===== src/rtl/gui_draw_map.vh =====
// register addresses, command fields and mix codes of the drawing engine
`ifndef GUI_DRAW_MAP_VH
`define GUI_DRAW_MAP_VH
// ----------------------------------------------------------------
// host i/o port addresses
// ----------------------------------------------------------------
`define A_FG_MIX 16'hbae8
`define A_BG_MIX 16'hb6e8
`define A_FG_COLOR 16'ha6e8
`define A_BG_COLOR 16'ha2e8
`define A_MULTI 16'hbee8
`define A_START_X 16'h86e8
`define A_START_Y 16'h82e8
`define A_MAJ_CNT 16'h96e8
`define A_AXIAL 16'h8ae8
`define A_DIAG 16'h8ee8
`define A_ERR 16'h92e8
`define A_CMD 16'h9ae8
`define A_PIXEL 16'he2e8
`define A_CMP 16'hb2e8
// ----------------------------------------------------------------
// multipurpose control index field
// ----------------------------------------------------------------
`define MULTI_IDX 15:12
`define MULTI_VAL 11:0
`define IDX_MIN 4'h0
`define IDX_CTRL 4'ha
`define CTRL_MASK_BIT 7
// ----------------------------------------------------------------
// command word fields
// ----------------------------------------------------------------
`define C_TYPE 15:13
`define T_LINE 3'h1
`define T_RECT 3'h2
`define C_SWAP 12
`define C_BUS16 9
`define C_WAIT 8
`define C_YPOS 7
`define C_XMAJ 6
`define C_XPOS 5
`define C_DRAW 4
`define C_MULTI 1
`define C_WRITE 0
// ----------------------------------------------------------------
// mix register fields and codes
// ----------------------------------------------------------------
`define MIX_CODE 4:0
`define MIX_SRC 6:5
`define SRC_BG 2'h0
`define SRC_FG 2'h1
`define SRC_HOST 2'h2
`define MX_NOT_DST 5'h00
`define MX_ZERO 5'h01
`define MX_ONE 5'h02
`define MX_DST 5'h03
`define MX_NOT_SRC 5'h04
`define MX_XOR 5'h05
`define MX_XNOR 5'h06
`define MX_NEW 5'h07
`define MX_NAND 5'h08
`define MX_DST_OR_NSRC 5'h09
`define MX_SRC_OR_NDST 5'h0a
`define MX_OR 5'h0b
`define MX_AND 5'h0c
`define MX_SRC_AND_NDST 5'h0d
`define MX_DST_AND_NSRC 5'h0e
`define MX_NOR 5'h0f
// ----------------------------------------------------------------
// data packing, stepping and status
// ----------------------------------------------------------------
`define LO_BYTE 7:0
`define HI_BYTE 15:8
`define HI_NIB 7:4
`define LO_NIB 3:0
`define TEX_TOP 4'hf
`define SLOT_1 4'h0
`define SLOT_2 4'h1
`define SLOT_4 4'h3
`define STEP_POS 12'h001
`define STEP_NEG 12'hfff
`define ERR_SIGN 15
`define ST_BUSY 9
`define CMD_DEPTH 8
`define PIX_DEPTH 32
`endif


===== src/rtl/draw_fifo.v =====
// flip-flop fifo with valid/ready on both sides
`timescale 1ns/1ps
`default_nettype none
module draw_fifo #(
  parameter W = 16,
  parameter D = 32
) (
  input wire clk_i,
  input wire rst_n_i,
  input wire in_valid_i,
  input wire [W-1:0] in_data_i,
  output wire in_ready_o,
  output wire out_valid_o,
  output wire [W-1:0] out_data_o,
  input wire out_ready_i,
  output wire [$clog2(D):0] count_o
);
  localparam AW = $clog2(D);
  localparam [AW:0] FULL = D;
  localparam [AW:0] ONE = 1;
  reg [W-1:0] mem_ff [0:D-1];
  reg [AW-1:0] wr_ptr_ff;
  reg [AW-1:0] rd_ptr_ff;
  reg [AW:0] cnt_ff;
  reg rdy_ff;
  reg val_ff;
  wire push = in_valid_i & rdy_ff;
  wire pop = out_ready_i & val_ff;
  wire [AW:0] nxt_cnt = push & !pop ? cnt_ff + ONE :
                        pop & !push ? cnt_ff - ONE : cnt_ff;
  assign in_ready_o = rdy_ff;
  assign out_valid_o = val_ff;
  assign out_data_o = mem_ff[rd_ptr_ff];
  assign count_o = cnt_ff;
  // storage write, no reset needed
  always @(posedge clk_i) begin
    if (push) begin
      mem_ff[wr_ptr_ff] <= in_data_i;
    end
  end
  // pointers and registered full/empty
  always @(posedge clk_i or negedge rst_n_i) begin
    if (!rst_n_i) begin
      wr_ptr_ff <= {AW{1'b0}};
      rd_ptr_ff <= {AW{1'b0}};
      cnt_ff <= {(AW+1){1'b0}};
      rdy_ff <= 1'b0;
      val_ff <= 1'b0;
    end else begin
      if (push) wr_ptr_ff <= wr_ptr_ff + 1'b1;
      if (pop) rd_ptr_ff <= rd_ptr_ff + 1'b1;
      cnt_ff <= nxt_cnt;
      rdy_ff <= (nxt_cnt != FULL);
      val_ff <= (nxt_cnt != {(AW+1){1'b0}});
    end
  end
endmodule // draw_fifo
`default_nettype wire


===== src/rtl/draw_mixer.v =====
// bitmap mix unit: combines source color with existing pixel
`timescale 1ns/1ps
`default_nettype none
`include "gui_draw_map.vh"
module draw_mixer (
  input wire [4:0] mix_i,
  input wire [7:0] src_i,
  input wire [7:0] dst_i,
  output reg [7:0] res_o
);
  // one function per mix code
  always @* begin
    case (mix_i)
      `MX_NOT_DST: res_o = ~dst_i;
      `MX_ZERO: res_o = 8'h00;
      `MX_ONE: res_o = 8'hff;
      `MX_DST: res_o = dst_i;
      `MX_NOT_SRC: res_o = ~src_i;
      `MX_XOR: res_o = src_i ^ dst_i;
      `MX_XNOR: res_o = ~(src_i ^ dst_i);
      `MX_NEW: res_o = src_i;
      `MX_NAND: res_o = ~(src_i & dst_i);
      `MX_DST_OR_NSRC: res_o = dst_i | ~src_i;
      `MX_SRC_OR_NDST: res_o = src_i | ~dst_i;
      `MX_OR: res_o = src_i | dst_i;
      `MX_AND: res_o = src_i & dst_i;
      `MX_SRC_AND_NDST: res_o = src_i & ~dst_i;
      `MX_DST_AND_NSRC: res_o = dst_i & ~src_i;
      `MX_NOR: res_o = ~(src_i | dst_i);
      default: res_o = src_i;
    endcase
  end
endmodule // draw_mixer
`default_nettype wire


===== src/rtl/gui_draw_command_engine.v =====
// drawing engine front end: host registers, command walk, pixel writes
`timescale 1ns/1ps
`default_nettype none
`include "gui_draw_map.vh"
// How it works
// texture bit 1 uses foreground color/mix, bit 0 background.
// background mix code 00101 means source xor bitmap.
// host texture words come via pixel port, one bit per pixel.
// without host wait, comparison word texture repeats along line.
// command top bits give type; bit4 draw, bit1 multi, bit0 write.
// bit 9 selects 16-bit host words; bit 8 waits host data.
// bit 12 swaps byte order of host image words.
// rectangles are X major: walk rows in X, step rows in Y.
// bit 5 positive X, bit 7 positive Y set start corner.
// host loads error term and step constants for lines.
// odd row at one byte per pixel: dummy byte discarded.
// 4-bit pixels: upper nibble first, lower nibble next.
// 4-bit pixels: rows padded to four, dummies dropped.
// 8-bit transfers: one pixel per byte, two when 4-bit.
// foreground mix source field picks host data or color.
// control A080 lets host mask pick fg/bg mix; A000 fg.
// host waits for enough free command fifo entries.
// status bit i set means entries 1..i+1 occupied.
// mix code 00111 replaces bitmap with source.
// bit 7 set steps Y positive, clear negative.
module gui_draw_command_engine (
  input wire clk_i,
  input wire rst_b_i,
  input wire io_wr_i,
  input wire io_rd_i,
  input wire [15:0] io_addr_i,
  input wire [15:0] io_wdata_i,
  output reg [15:0] io_rdata_o,
  output wire cmd_ready_o,
  output wire pix_ready_o,
  input wire bpp4_i,
  output reg vm_req_o,
  output reg vm_we_o,
  output reg [11:0] vm_x_o,
  output reg [11:0] vm_y_o,
  output reg [7:0] vm_wdata_o,
  input wire vm_ack_i,
  input wire [7:0] vm_rdata_i
);
  // ----------------------------------------------------------------
  // states
  // ----------------------------------------------------------------
  localparam [3:0] S_IDLE = 4'h1;
  localparam [3:0] S_PIX = 4'h2;
  localparam [3:0] S_RD = 4'h4;
  localparam [3:0] S_WR = 4'h8;
  // ----------------------------------------------------------------
  // reset release
  // ----------------------------------------------------------------
  reg rst_meta_ff;
  reg rst_n_ff;
  always @(posedge clk_i or negedge rst_b_i) begin
    if (!rst_b_i) begin
      rst_meta_ff <= 1'b0;
      rst_n_ff <= 1'b0;
    end else begin
      rst_meta_ff <= 1'b1;
      rst_n_ff <= rst_meta_ff;
    end
  end
  // ----------------------------------------------------------------
  // fifos: register writes and host pixel data
  // ----------------------------------------------------------------
  wire is_pix = (io_addr_i == `A_PIXEL);
  wire cmd_valid;
  wire [31:0] cmd_entry;
  wire cmd_pop;
  wire [3:0] cmd_cnt;
  wire pix_valid;
  wire [15:0] pix_data;
  wire pix_pop;
  draw_fifo #(.W(32), .D(`CMD_DEPTH)) u_cmd_fifo (
    .clk_i(clk_i),
    .rst_n_i(rst_n_ff),
    .in_valid_i(io_wr_i & !is_pix),
    .in_data_i({io_addr_i, io_wdata_i}),
    .in_ready_o(cmd_ready_o),
    .out_valid_o(cmd_valid),
    .out_data_o(cmd_entry),
    .out_ready_i(cmd_pop),
    .count_o(cmd_cnt)
  );
  draw_fifo #(.W(16), .D(`PIX_DEPTH)) u_pix_fifo (
    .clk_i(clk_i),
    .rst_n_i(rst_n_ff),
    .in_valid_i(io_wr_i & is_pix),
    .in_data_i(io_wdata_i),
    .in_ready_o(pix_ready_o),
    .out_valid_o(pix_valid),
    .out_data_o(pix_data),
    .out_ready_i(pix_pop),
    .count_o()
  );
  wire [15:0] e_addr = cmd_entry[31:16];
  wire [15:0] e_data = cmd_entry[15:0];
  // ----------------------------------------------------------------
  // engine registers and walk state
  // ----------------------------------------------------------------
  reg [3:0] state_ff;
  reg [15:0] fg_mix_ff;
  reg [15:0] bg_mix_ff;
  reg [7:0] fg_col_ff;
  reg [7:0] bg_col_ff;
  reg mask_mode_ff;
  reg [11:0] x_ff;
  reg [11:0] y_ff;
  reg [11:0] maj_ff;
  reg [11:0] min_ff;
  reg [15:0] axial_ff;
  reg [15:0] diag_ff;
  reg [15:0] err_ff;
  reg [15:0] cmp_ff;
  reg [15:0] cmd_ff;
  reg [11:0] cnt_ff;
  reg [11:0] rows_ff;
  reg [11:0] rowx_ff;
  reg [3:0] slot_ff;
  reg [4:0] mix_ff;
  reg [7:0] src_ff;
  reg [7:0] fifo_st_ff;
  // ----------------------------------------------------------------
  // command decode
  // ----------------------------------------------------------------
  wire is_line = (cmd_ff[`C_TYPE] == `T_LINE);
  wire is_rect = (cmd_ff[`C_TYPE] == `T_RECT);
  wire bus16 = cmd_ff[`C_BUS16];
  wire wait_host = cmd_ff[`C_WAIT];
  wire swap = cmd_ff[`C_SWAP];
  wire [11:0] dx = cmd_ff[`C_XPOS] ? `STEP_POS : `STEP_NEG;
  wire [11:0] dy = cmd_ff[`C_YPOS] ? `STEP_POS : `STEP_NEG;
  wire new_type = (e_data[`C_TYPE] == `T_LINE) |
                  (e_data[`C_TYPE] == `T_RECT);
  wire starts = new_type & e_data[`C_DRAW] & e_data[`C_WRITE];
  // ----------------------------------------------------------------
  // texture bit and host pixel extraction
  // ----------------------------------------------------------------
  // texture from host words or the repeated comparison word
  wire [15:0] tex_word = wait_host ? pix_data : cmp_ff;
  wire tex_bit = tex_word[`TEX_TOP - slot_ff];
  // last slot of a host word before it is popped
  wire [3:0] slot_lim = mask_mode_ff ? `TEX_TOP :
                        bpp4_i ? (bus16 ? `SLOT_4 : `SLOT_2) :
                        (bus16 ? `SLOT_2 : `SLOT_1);
  wire [7:0] byte_1st = swap ? pix_data[`LO_BYTE] : pix_data[`HI_BYTE];
  wire [7:0] byte_2nd = swap ? pix_data[`HI_BYTE] : pix_data[`LO_BYTE];
  wire byte_pick = bpp4_i ? slot_ff[1] : slot_ff[0];
  wire [7:0] byte_sel = !bus16 ? pix_data[`LO_BYTE] :
                        (byte_pick ? byte_2nd : byte_1st);
  // upper nibble is the earlier pixel
  wire [3:0] nib = slot_ff[0] ? byte_sel[`LO_NIB] : byte_sel[`HI_NIB];
  wire [7:0] host_px = bpp4_i ? {4'h0, nib} : byte_sel;
  // ----------------------------------------------------------------
  // per pixel color and mix choice
  // ----------------------------------------------------------------
  wire use_fg = !mask_mode_ff | tex_bit;
  wire [15:0] mix_word = use_fg ? fg_mix_ff : bg_mix_ff;
  reg [7:0] src_sel;
  always @* begin
    case (mix_word[`MIX_SRC])
      `SRC_BG: src_sel = bg_col_ff;
      `SRC_FG: src_sel = fg_col_ff;
      `SRC_HOST: src_sel = host_px;
      default: src_sel = fg_col_ff;
    endcase
  end
  wire [7:0] mix_res;
  draw_mixer u_mixer (
    .mix_i(mix_ff),
    .src_i(src_ff),
    .dst_i(vm_rdata_i),
    .res_o(mix_res)
  );
  // ----------------------------------------------------------------
  // walk control
  // ----------------------------------------------------------------
  wire host_ok = !wait_host | pix_valid;
  wire wr_done = (state_ff == S_WR) & vm_ack_i;
  wire last = (cnt_ff == 12'h000);
  wire word_end = (slot_ff == slot_lim) | last;
  wire err_pos = !err_ff[`ERR_SIGN];
  assign cmd_pop = (state_ff == S_IDLE) & cmd_valid;
  // row-end pop drops padding bytes or pixels
  assign pix_pop = wr_done & wait_host & word_end;
  // ----------------------------------------------------------------
  // register writes and pixel walk
  // ----------------------------------------------------------------
  always @(posedge clk_i or negedge rst_n_ff) begin
    if (!rst_n_ff) begin
      state_ff <= S_IDLE;
      fg_mix_ff <= 16'h0000;
      bg_mix_ff <= 16'h0000;
      fg_col_ff <= 8'h00;
      bg_col_ff <= 8'h00;
      mask_mode_ff <= 1'b0;
      x_ff <= 12'h000;
      y_ff <= 12'h000;
      maj_ff <= 12'h000;
      min_ff <= 12'h000;
      axial_ff <= 16'h0000;
      diag_ff <= 16'h0000;
      err_ff <= 16'h0000;
      cmp_ff <= 16'h0000;
      cmd_ff <= 16'h0000;
      cnt_ff <= 12'h000;
      rows_ff <= 12'h000;
      rowx_ff <= 12'h000;
      slot_ff <= 4'h0;
      mix_ff <= 5'h00;
      src_ff <= 8'h00;
      vm_req_o <= 1'b0;
      vm_we_o <= 1'b0;
      vm_x_o <= 12'h000;
      vm_y_o <= 12'h000;
      vm_wdata_o <= 8'h00;
    end else begin
      case (state_ff)
        S_IDLE: begin
          if (cmd_valid) begin
            case (e_addr)
              `A_FG_MIX: fg_mix_ff <= e_data;
              `A_BG_MIX: bg_mix_ff <= e_data;
              `A_FG_COLOR: fg_col_ff <= e_data[`LO_BYTE];
              `A_BG_COLOR: bg_col_ff <= e_data[`LO_BYTE];
              `A_START_X: x_ff <= e_data[`MULTI_VAL];
              `A_START_Y: y_ff <= e_data[`MULTI_VAL];
              `A_MAJ_CNT: maj_ff <= e_data[`MULTI_VAL];
              `A_AXIAL: axial_ff <= e_data;
              `A_DIAG: diag_ff <= e_data;
              `A_ERR: err_ff <= e_data;
              `A_CMP: cmp_ff <= e_data;
              `A_MULTI: begin
                if (e_data[`MULTI_IDX] == `IDX_MIN) begin
                  min_ff <= e_data[`MULTI_VAL];
                end else if (e_data[`MULTI_IDX] == `IDX_CTRL) begin
                  mask_mode_ff <= e_data[`CTRL_MASK_BIT];
                end
              end
              `A_CMD: begin
                cmd_ff <= e_data;
                cnt_ff <= maj_ff;
                rows_ff <= min_ff;
                rowx_ff <= x_ff;
                slot_ff <= 4'h0;
                if (starts) state_ff <= S_PIX;
              end
              default: ;
            endcase
          end
        end
        S_PIX: begin
          // stall until host data is present
          if (host_ok) begin
            mix_ff <= mix_word[`MIX_CODE];
            src_ff <= src_sel;
            vm_req_o <= 1'b1;
            vm_we_o <= 1'b0;
            vm_x_o <= x_ff;
            vm_y_o <= y_ff;
            state_ff <= S_RD;
          end
        end
        S_RD: begin
          // existing pixel back: issue the mixed write
          if (vm_ack_i) begin
            vm_we_o <= 1'b1;
            vm_wdata_o <= mix_res;
            state_ff <= S_WR;
          end
        end
        S_WR: begin
          if (vm_ack_i) begin
            vm_req_o <= 1'b0;
            vm_we_o <= 1'b0;
            slot_ff <= word_end ? 4'h0 : slot_ff + 4'h1;
            cnt_ff <= last ? maj_ff : cnt_ff - 12'h001;
            if (is_line) begin
              // axial / diagonal step on the sign of the error term
              if (cmd_ff[`C_XMAJ]) begin
                x_ff <= x_ff + dx;
                if (err_pos) y_ff <= y_ff + dy;
              end else begin
                y_ff <= y_ff + dy;
                if (err_pos) x_ff <= x_ff + dx;
              end
              err_ff <= err_ff + (err_pos ? diag_ff : axial_ff);
              state_ff <= last ? S_IDLE : S_PIX;
            end else if (is_rect) begin
              // rows run along X, then step once in Y
              if (!last) begin
                x_ff <= x_ff + dx;
                state_ff <= S_PIX;
              end else if (rows_ff == 12'h000) begin
                state_ff <= S_IDLE;
              end else begin
                rows_ff <= rows_ff - 12'h001;
                x_ff <= rowx_ff;
                y_ff <= y_ff + dy;
                state_ff <= S_PIX;
              end
            end else begin
              state_ff <= S_IDLE;
            end
          end
        end
        default: state_ff <= S_IDLE;
      endcase
    end
  end
  // ----------------------------------------------------------------
  // fifo occupancy status and read port
  // ----------------------------------------------------------------
  genvar i;
  generate
    for (i = 0; i < `CMD_DEPTH; i = i + 1) begin : g_st
      localparam [3:0] LVL = i;
      // thermometer of occupied entries
      always @(posedge clk_i or negedge rst_n_ff) begin
        if (!rst_n_ff) begin
          fifo_st_ff[i] <= 1'b0;
        end else begin
          fifo_st_ff[i] <= (cmd_cnt > LVL);
        end
      end
    end
  endgenerate
  wire busy = (state_ff != S_IDLE) | cmd_valid | fifo_st_ff[0];
  // status read; other addresses answer zero
  always @(posedge clk_i or negedge rst_n_ff) begin
    if (!rst_n_ff) begin
      io_rdata_o <= 16'h0000;
    end else if (io_rd_i & (io_addr_i == `A_CMD)) begin
      io_rdata_o <= 16'h0000;
      io_rdata_o[`LO_BYTE] <= fifo_st_ff;
      io_rdata_o[`ST_BUSY] <= busy;
    end else begin
      io_rdata_o <= 16'h0000;
    end
  end
endmodule // gui_draw_command_engine
`default_nettype wire


===== config.mk =====
export PLATFORM = sky130hd
export DESIGN_NAME = gui_draw_command_engine
export DESIGN_NICKNAME = d
export VERILOG_FILES = /design/src/rtl/draw_fifo.v /design/src/rtl/draw_mixer.v /design/src/rtl/gui_draw_command_engine.v
export VERILOG_INCLUDE_DIRS = /design/src /design/src/rtl
export SDC_FILE = /design/constraint.sdc
export NUM_CORES = 2
export LEC_CHECK = 0
export BUFFER_PORTS_ARGS = -buffer_cell sky130_fd_sc_hd__buf_2
export CORE_MARGIN = 4
export CORE_UTILIZATION = 24
export CTS_BUF_LIST = sky130_fd_sc_hd__clkbuf_8 sky130_fd_sc_hd__clkbuf_16
export DETAILED_ROUTE_END_ITERATION = 6
export PLACE_DENSITY_LB_ADDON = 0.15
export SLEW_MARGIN = 30
export SYNTH_ARGS = -nofsm -noshare
export SYNTH_HDL_FRONTEND = slang
export SYNTH_SLANG_ARGS = --single-unit

===== constraint.sdc =====
create_clock -name clk_i -period 11.98 [get_ports clk_i]
set_input_delay 1.198 -clock clk_i [delete_from_list [all_inputs] [get_ports clk_i]]
set_output_delay 1.198 -clock clk_i [all_outputs]
set_load 0.01 [all_outputs]

==> results_dict.tcl <==
set metrics [dict create \
    nets 3281 \
    grt_pass1_wl_mm 194 \
    clockBufferDepth 3 \
    drv_cap 0 \
    clockPowerShare 0.342 \
    yosys-top-cells-count "768 x edfxtp_1, 291 x dfrtp_1, 232 x nand2_1, 172 x mux2_2, 150 x nor2_1" \
    post_synth.cell_area_avg_um2 15.2 \
    drt-met1-wl_mm 61.6 \
    synth_edf_count 768 \
    start_util 0.242 \
    leakage_uw 0.0192 \
    yosys.cell_types.count 88 \
    rsz0062_at_grt "no" \
    finalCritPeriodShare 0.459 \
    cts_hold_buf 0 \
    numPortBuffers 90 \
    synth_area_leaders "edfxtp_1 50%, dfrtp_1 16%, mux4_2 6.9%" \
    grt_pass1_vias 26682 \
    wl_met3_mm 6.87 \
    slew_viol_final 0 \
    hold_violations 0 \
    grt_util_all_layers 0.133 \
    rows 159 \
    core_um2 189000 \
    htreeDepth 3 \
    yosys_warnings 0 \
    hp-class "primary input to async pin" \
    crit_slowest_cell "dfrtp_4" \
    drtAntennaViolNets 0 \
    cp.arrival_ns 6.17 \
    crit_start "u_pix_fifo.rd_ptr_ff[0]$_DFFE_PN0P_" \
    path_class "flip-flop to flip-flop" \
    yosys.area.top_type_share 0.505 \
    setup_viol 0 \
    ys_ff_latch 1060 \
    crit_path_max_incr_delay_ns 0.88 \
    required_ns 12.65 \
    dr.max_layer_used "met5" \
    cts_buffers 121 \
    final_util 0.282 \
    async_flop_share 0.275 \
    clkSinkCount 1060 \
    avgViaCountPerCell 4.53 \
    syn2layout_area_growth_pct 16.6 \
    synth.most_common_cell "edfxtp_1" \
    synth_cells 3010 \
    p_per_area_nw_per_um2 199 \
    routedWlPerCell_um 23.1 \
    gp_congestion 0.785 \
    critPathMaxFanout 67 \
    drt_iter0_drc 1796 \
    status "completed" \
    die_x_um 444 \
    wl_met2_mm 61.5 \
    die_y_um 444 \
    dp_hpwl_mm 82.1 \
    dr.pass1.iters 5 \
    ir_worst_vdd_v 0.000132 \
    num_vias 26082 \
    tns_ns 0 \
    syn_area_um2 45700 \
    tightestPinTransition_ns 0.951 \
    drive_above_1_share 0.217 \
    postSynth.topFlopCell "edfxtp_1" \
    synth_top_cell_by_area "edfxtp_1" \
    p_int_uw 7270 \
    max_freq_ghz 0.182 \
    grt_overflow 0 \
    switching_share 0.313 \
    synth_sequential_area_ratio 0.665 \
    clk_latency_ns 0.76 \
    io_pins 98 \
    clk_pin_slew_ns 0.06 \
    timing.rr.start "u_pix_fifo.rd_ptr_ff[0]$_DFFE_PN0P_" \
    cts_root_buf "clkbuf_16" \
    p_switching_uw 3310 \
    crit_chain "buf_4 -> buf_12 -> mux4_2 -> mux2i_1 -> nor2_1 -> a221oi_1 -> o211ai_1 -> a2111oi_4 -> a41oi_4 -> a2111oi_0 -> a21oi_1 -> a31oi_1" \
    grt_max_degree 152 \
    period_needed_ns 5.50 \
    cts_setup_buffers 0 \
    fin_skew_ns 0.0300 \
    hold_slack_ns 0.218 \
    antenna_found_initial 16 \
    post-route-drc-count 0 \
    slew_headroom 0.364 \
    pwr-share-comb 0.221 \
    cts_resized 0 \
    wirelength_mm 133 \
    cts_tree "yes" \
    seq_power_share 0.437 \
    startpoint_type "flip-flop" \
    end_kind "flip-flop" \
    dieArea_um2 197000 \
]
==> metrics by stage <==
step / worst slack (ns) / cell area (µm²) / instances / total power [µW]
floorplan: 3.24 / 45700 / 3016 / 6180
global placement: 6.32 / 49200 / 5517 / 7100
detailed placement: 6.33 / 49300 / 5519 / 7100
CTS: 6.34 / 53200 / 5746 / 10800
global route: 5.97 / 53300 / 5748 / 11200
finish: 6.48 / 53300 / 5752 / 10600
==> cell type report <==
type                            instances  area, µm²
Clock inverter                         96        726
Sequential cell                      1060      30400
Tap cell                             2495       3120
Fill cell                           19113     135000
Clock buffer                          131       3190
Antenna cell                            5       12.5
Inverter                               71        267
Timing Repair Buffer                  171       1160
Multi-Input combinational cell       1723      14400
==> state kept, by name, summed over array words and instances (netlist names), 16 cells and up <==
signal,cells
cmp_ff,16
err_ff,16
axial_ff,16
u_pix_fifo.mem_ff,512
diag_ff,16
u_cmd_fifo.mem_ff,256
==> worst max-delay path, delay by kind of cell (launching register included) <==
kind | cells | cell delay (ns)
compound gates | 7 | 2.28
buf+inv | 2 | 1.13
mux | 2 | 0.92
flops | 1 | 0.88
simple gates | 1 | 0.08
==> per-layer routing <==
metal  vias up  global-route usage
li1      11864                   -
met1     13462               0.187
met2       585               0.210
met3       167              0.0228
met4         4              0.0360
met5         -                   0
==> worst paths after layout <==
check                                         to  slack [ns]  depth (start not counted)
min in group clk_i            rst_n_ff$_DFF_PN0_        0.35                          0
setup reg to reg           src_ff[1]$_DFFE_PN0P_        6.48                         12
setup / recovery           src_ff[1]$_DFFE_PN0P_        6.48                         12
hold / removal                rst_n_ff$_DFF_PN0_        0.22                          1
hold reg to reg              y_ff[9]$_DFFE_PN0P_        0.28                          0
max in group asynchronous  maj_ff[4]$_DFFE_PN0P_       10.19                          2
==> cells in the final DEF (no fill, tap or decap), drive strengths merged, types with 10 or more instances in the layout <==
master	synthesis	final
nand4	15	15
o22ai	18	18
mux2	174	174
a211o	10	10
a22o	13	13
a21o	16	16
a211oi	16	16
o211ai	24	24
a31oi	19	19
nor2b	24	24
and2	21	21
nand2b	19	19
nand3b	11	11
nor2	151	151
xnor2	48	48
or3	14	14
mux2i	99	99
and3	17	17
clkbuf	106	131
buf	56	171
a21oi	97	97
edfxtp	768	768
ha	84	84
nor3b	12	12
nand3	35	35
a22oi	34	34
nor4	11	11
nand2	232	232
xor2	19	19
o21ai	149	149
clkinv	1	46
inv	70	111
a2111oi	11	11
dfrtp	291	291
nor3	43	43
mux4	141	141
==> power groups by stage <==
stage / Sequential, µW / Clock (µW) / Combinational, µW
after floorplan: 4570 / 0 / 1600
after global placement: 4710 / 0 / 2390
after detailed placement: 4700 / 0 / 2400
after CTS: 4630 / 3760 / 2410
after global routing: 4680 / 3910 / 2610
final: 4620 / 3630 / 2340
==> cell families (layout without fill, tap and decap cells) <==
kind of cell               after synthesis  count (layout)  synth area share
buffers and inverters                  233             469            0.0231
xor gates and xnor gates                67              67            0.0128
and+or+nand+nor                        644             644            0.0680
AOI/OAI and AO/OA                      503             503            0.0726
other                                    2              13          0.000164
adders and majority gates               87              87            0.0243
muxes                                  414             414             0.134
DFF                                   1060            1060             0.665
No activity file was read; power rests on OpenSTA's default activity.
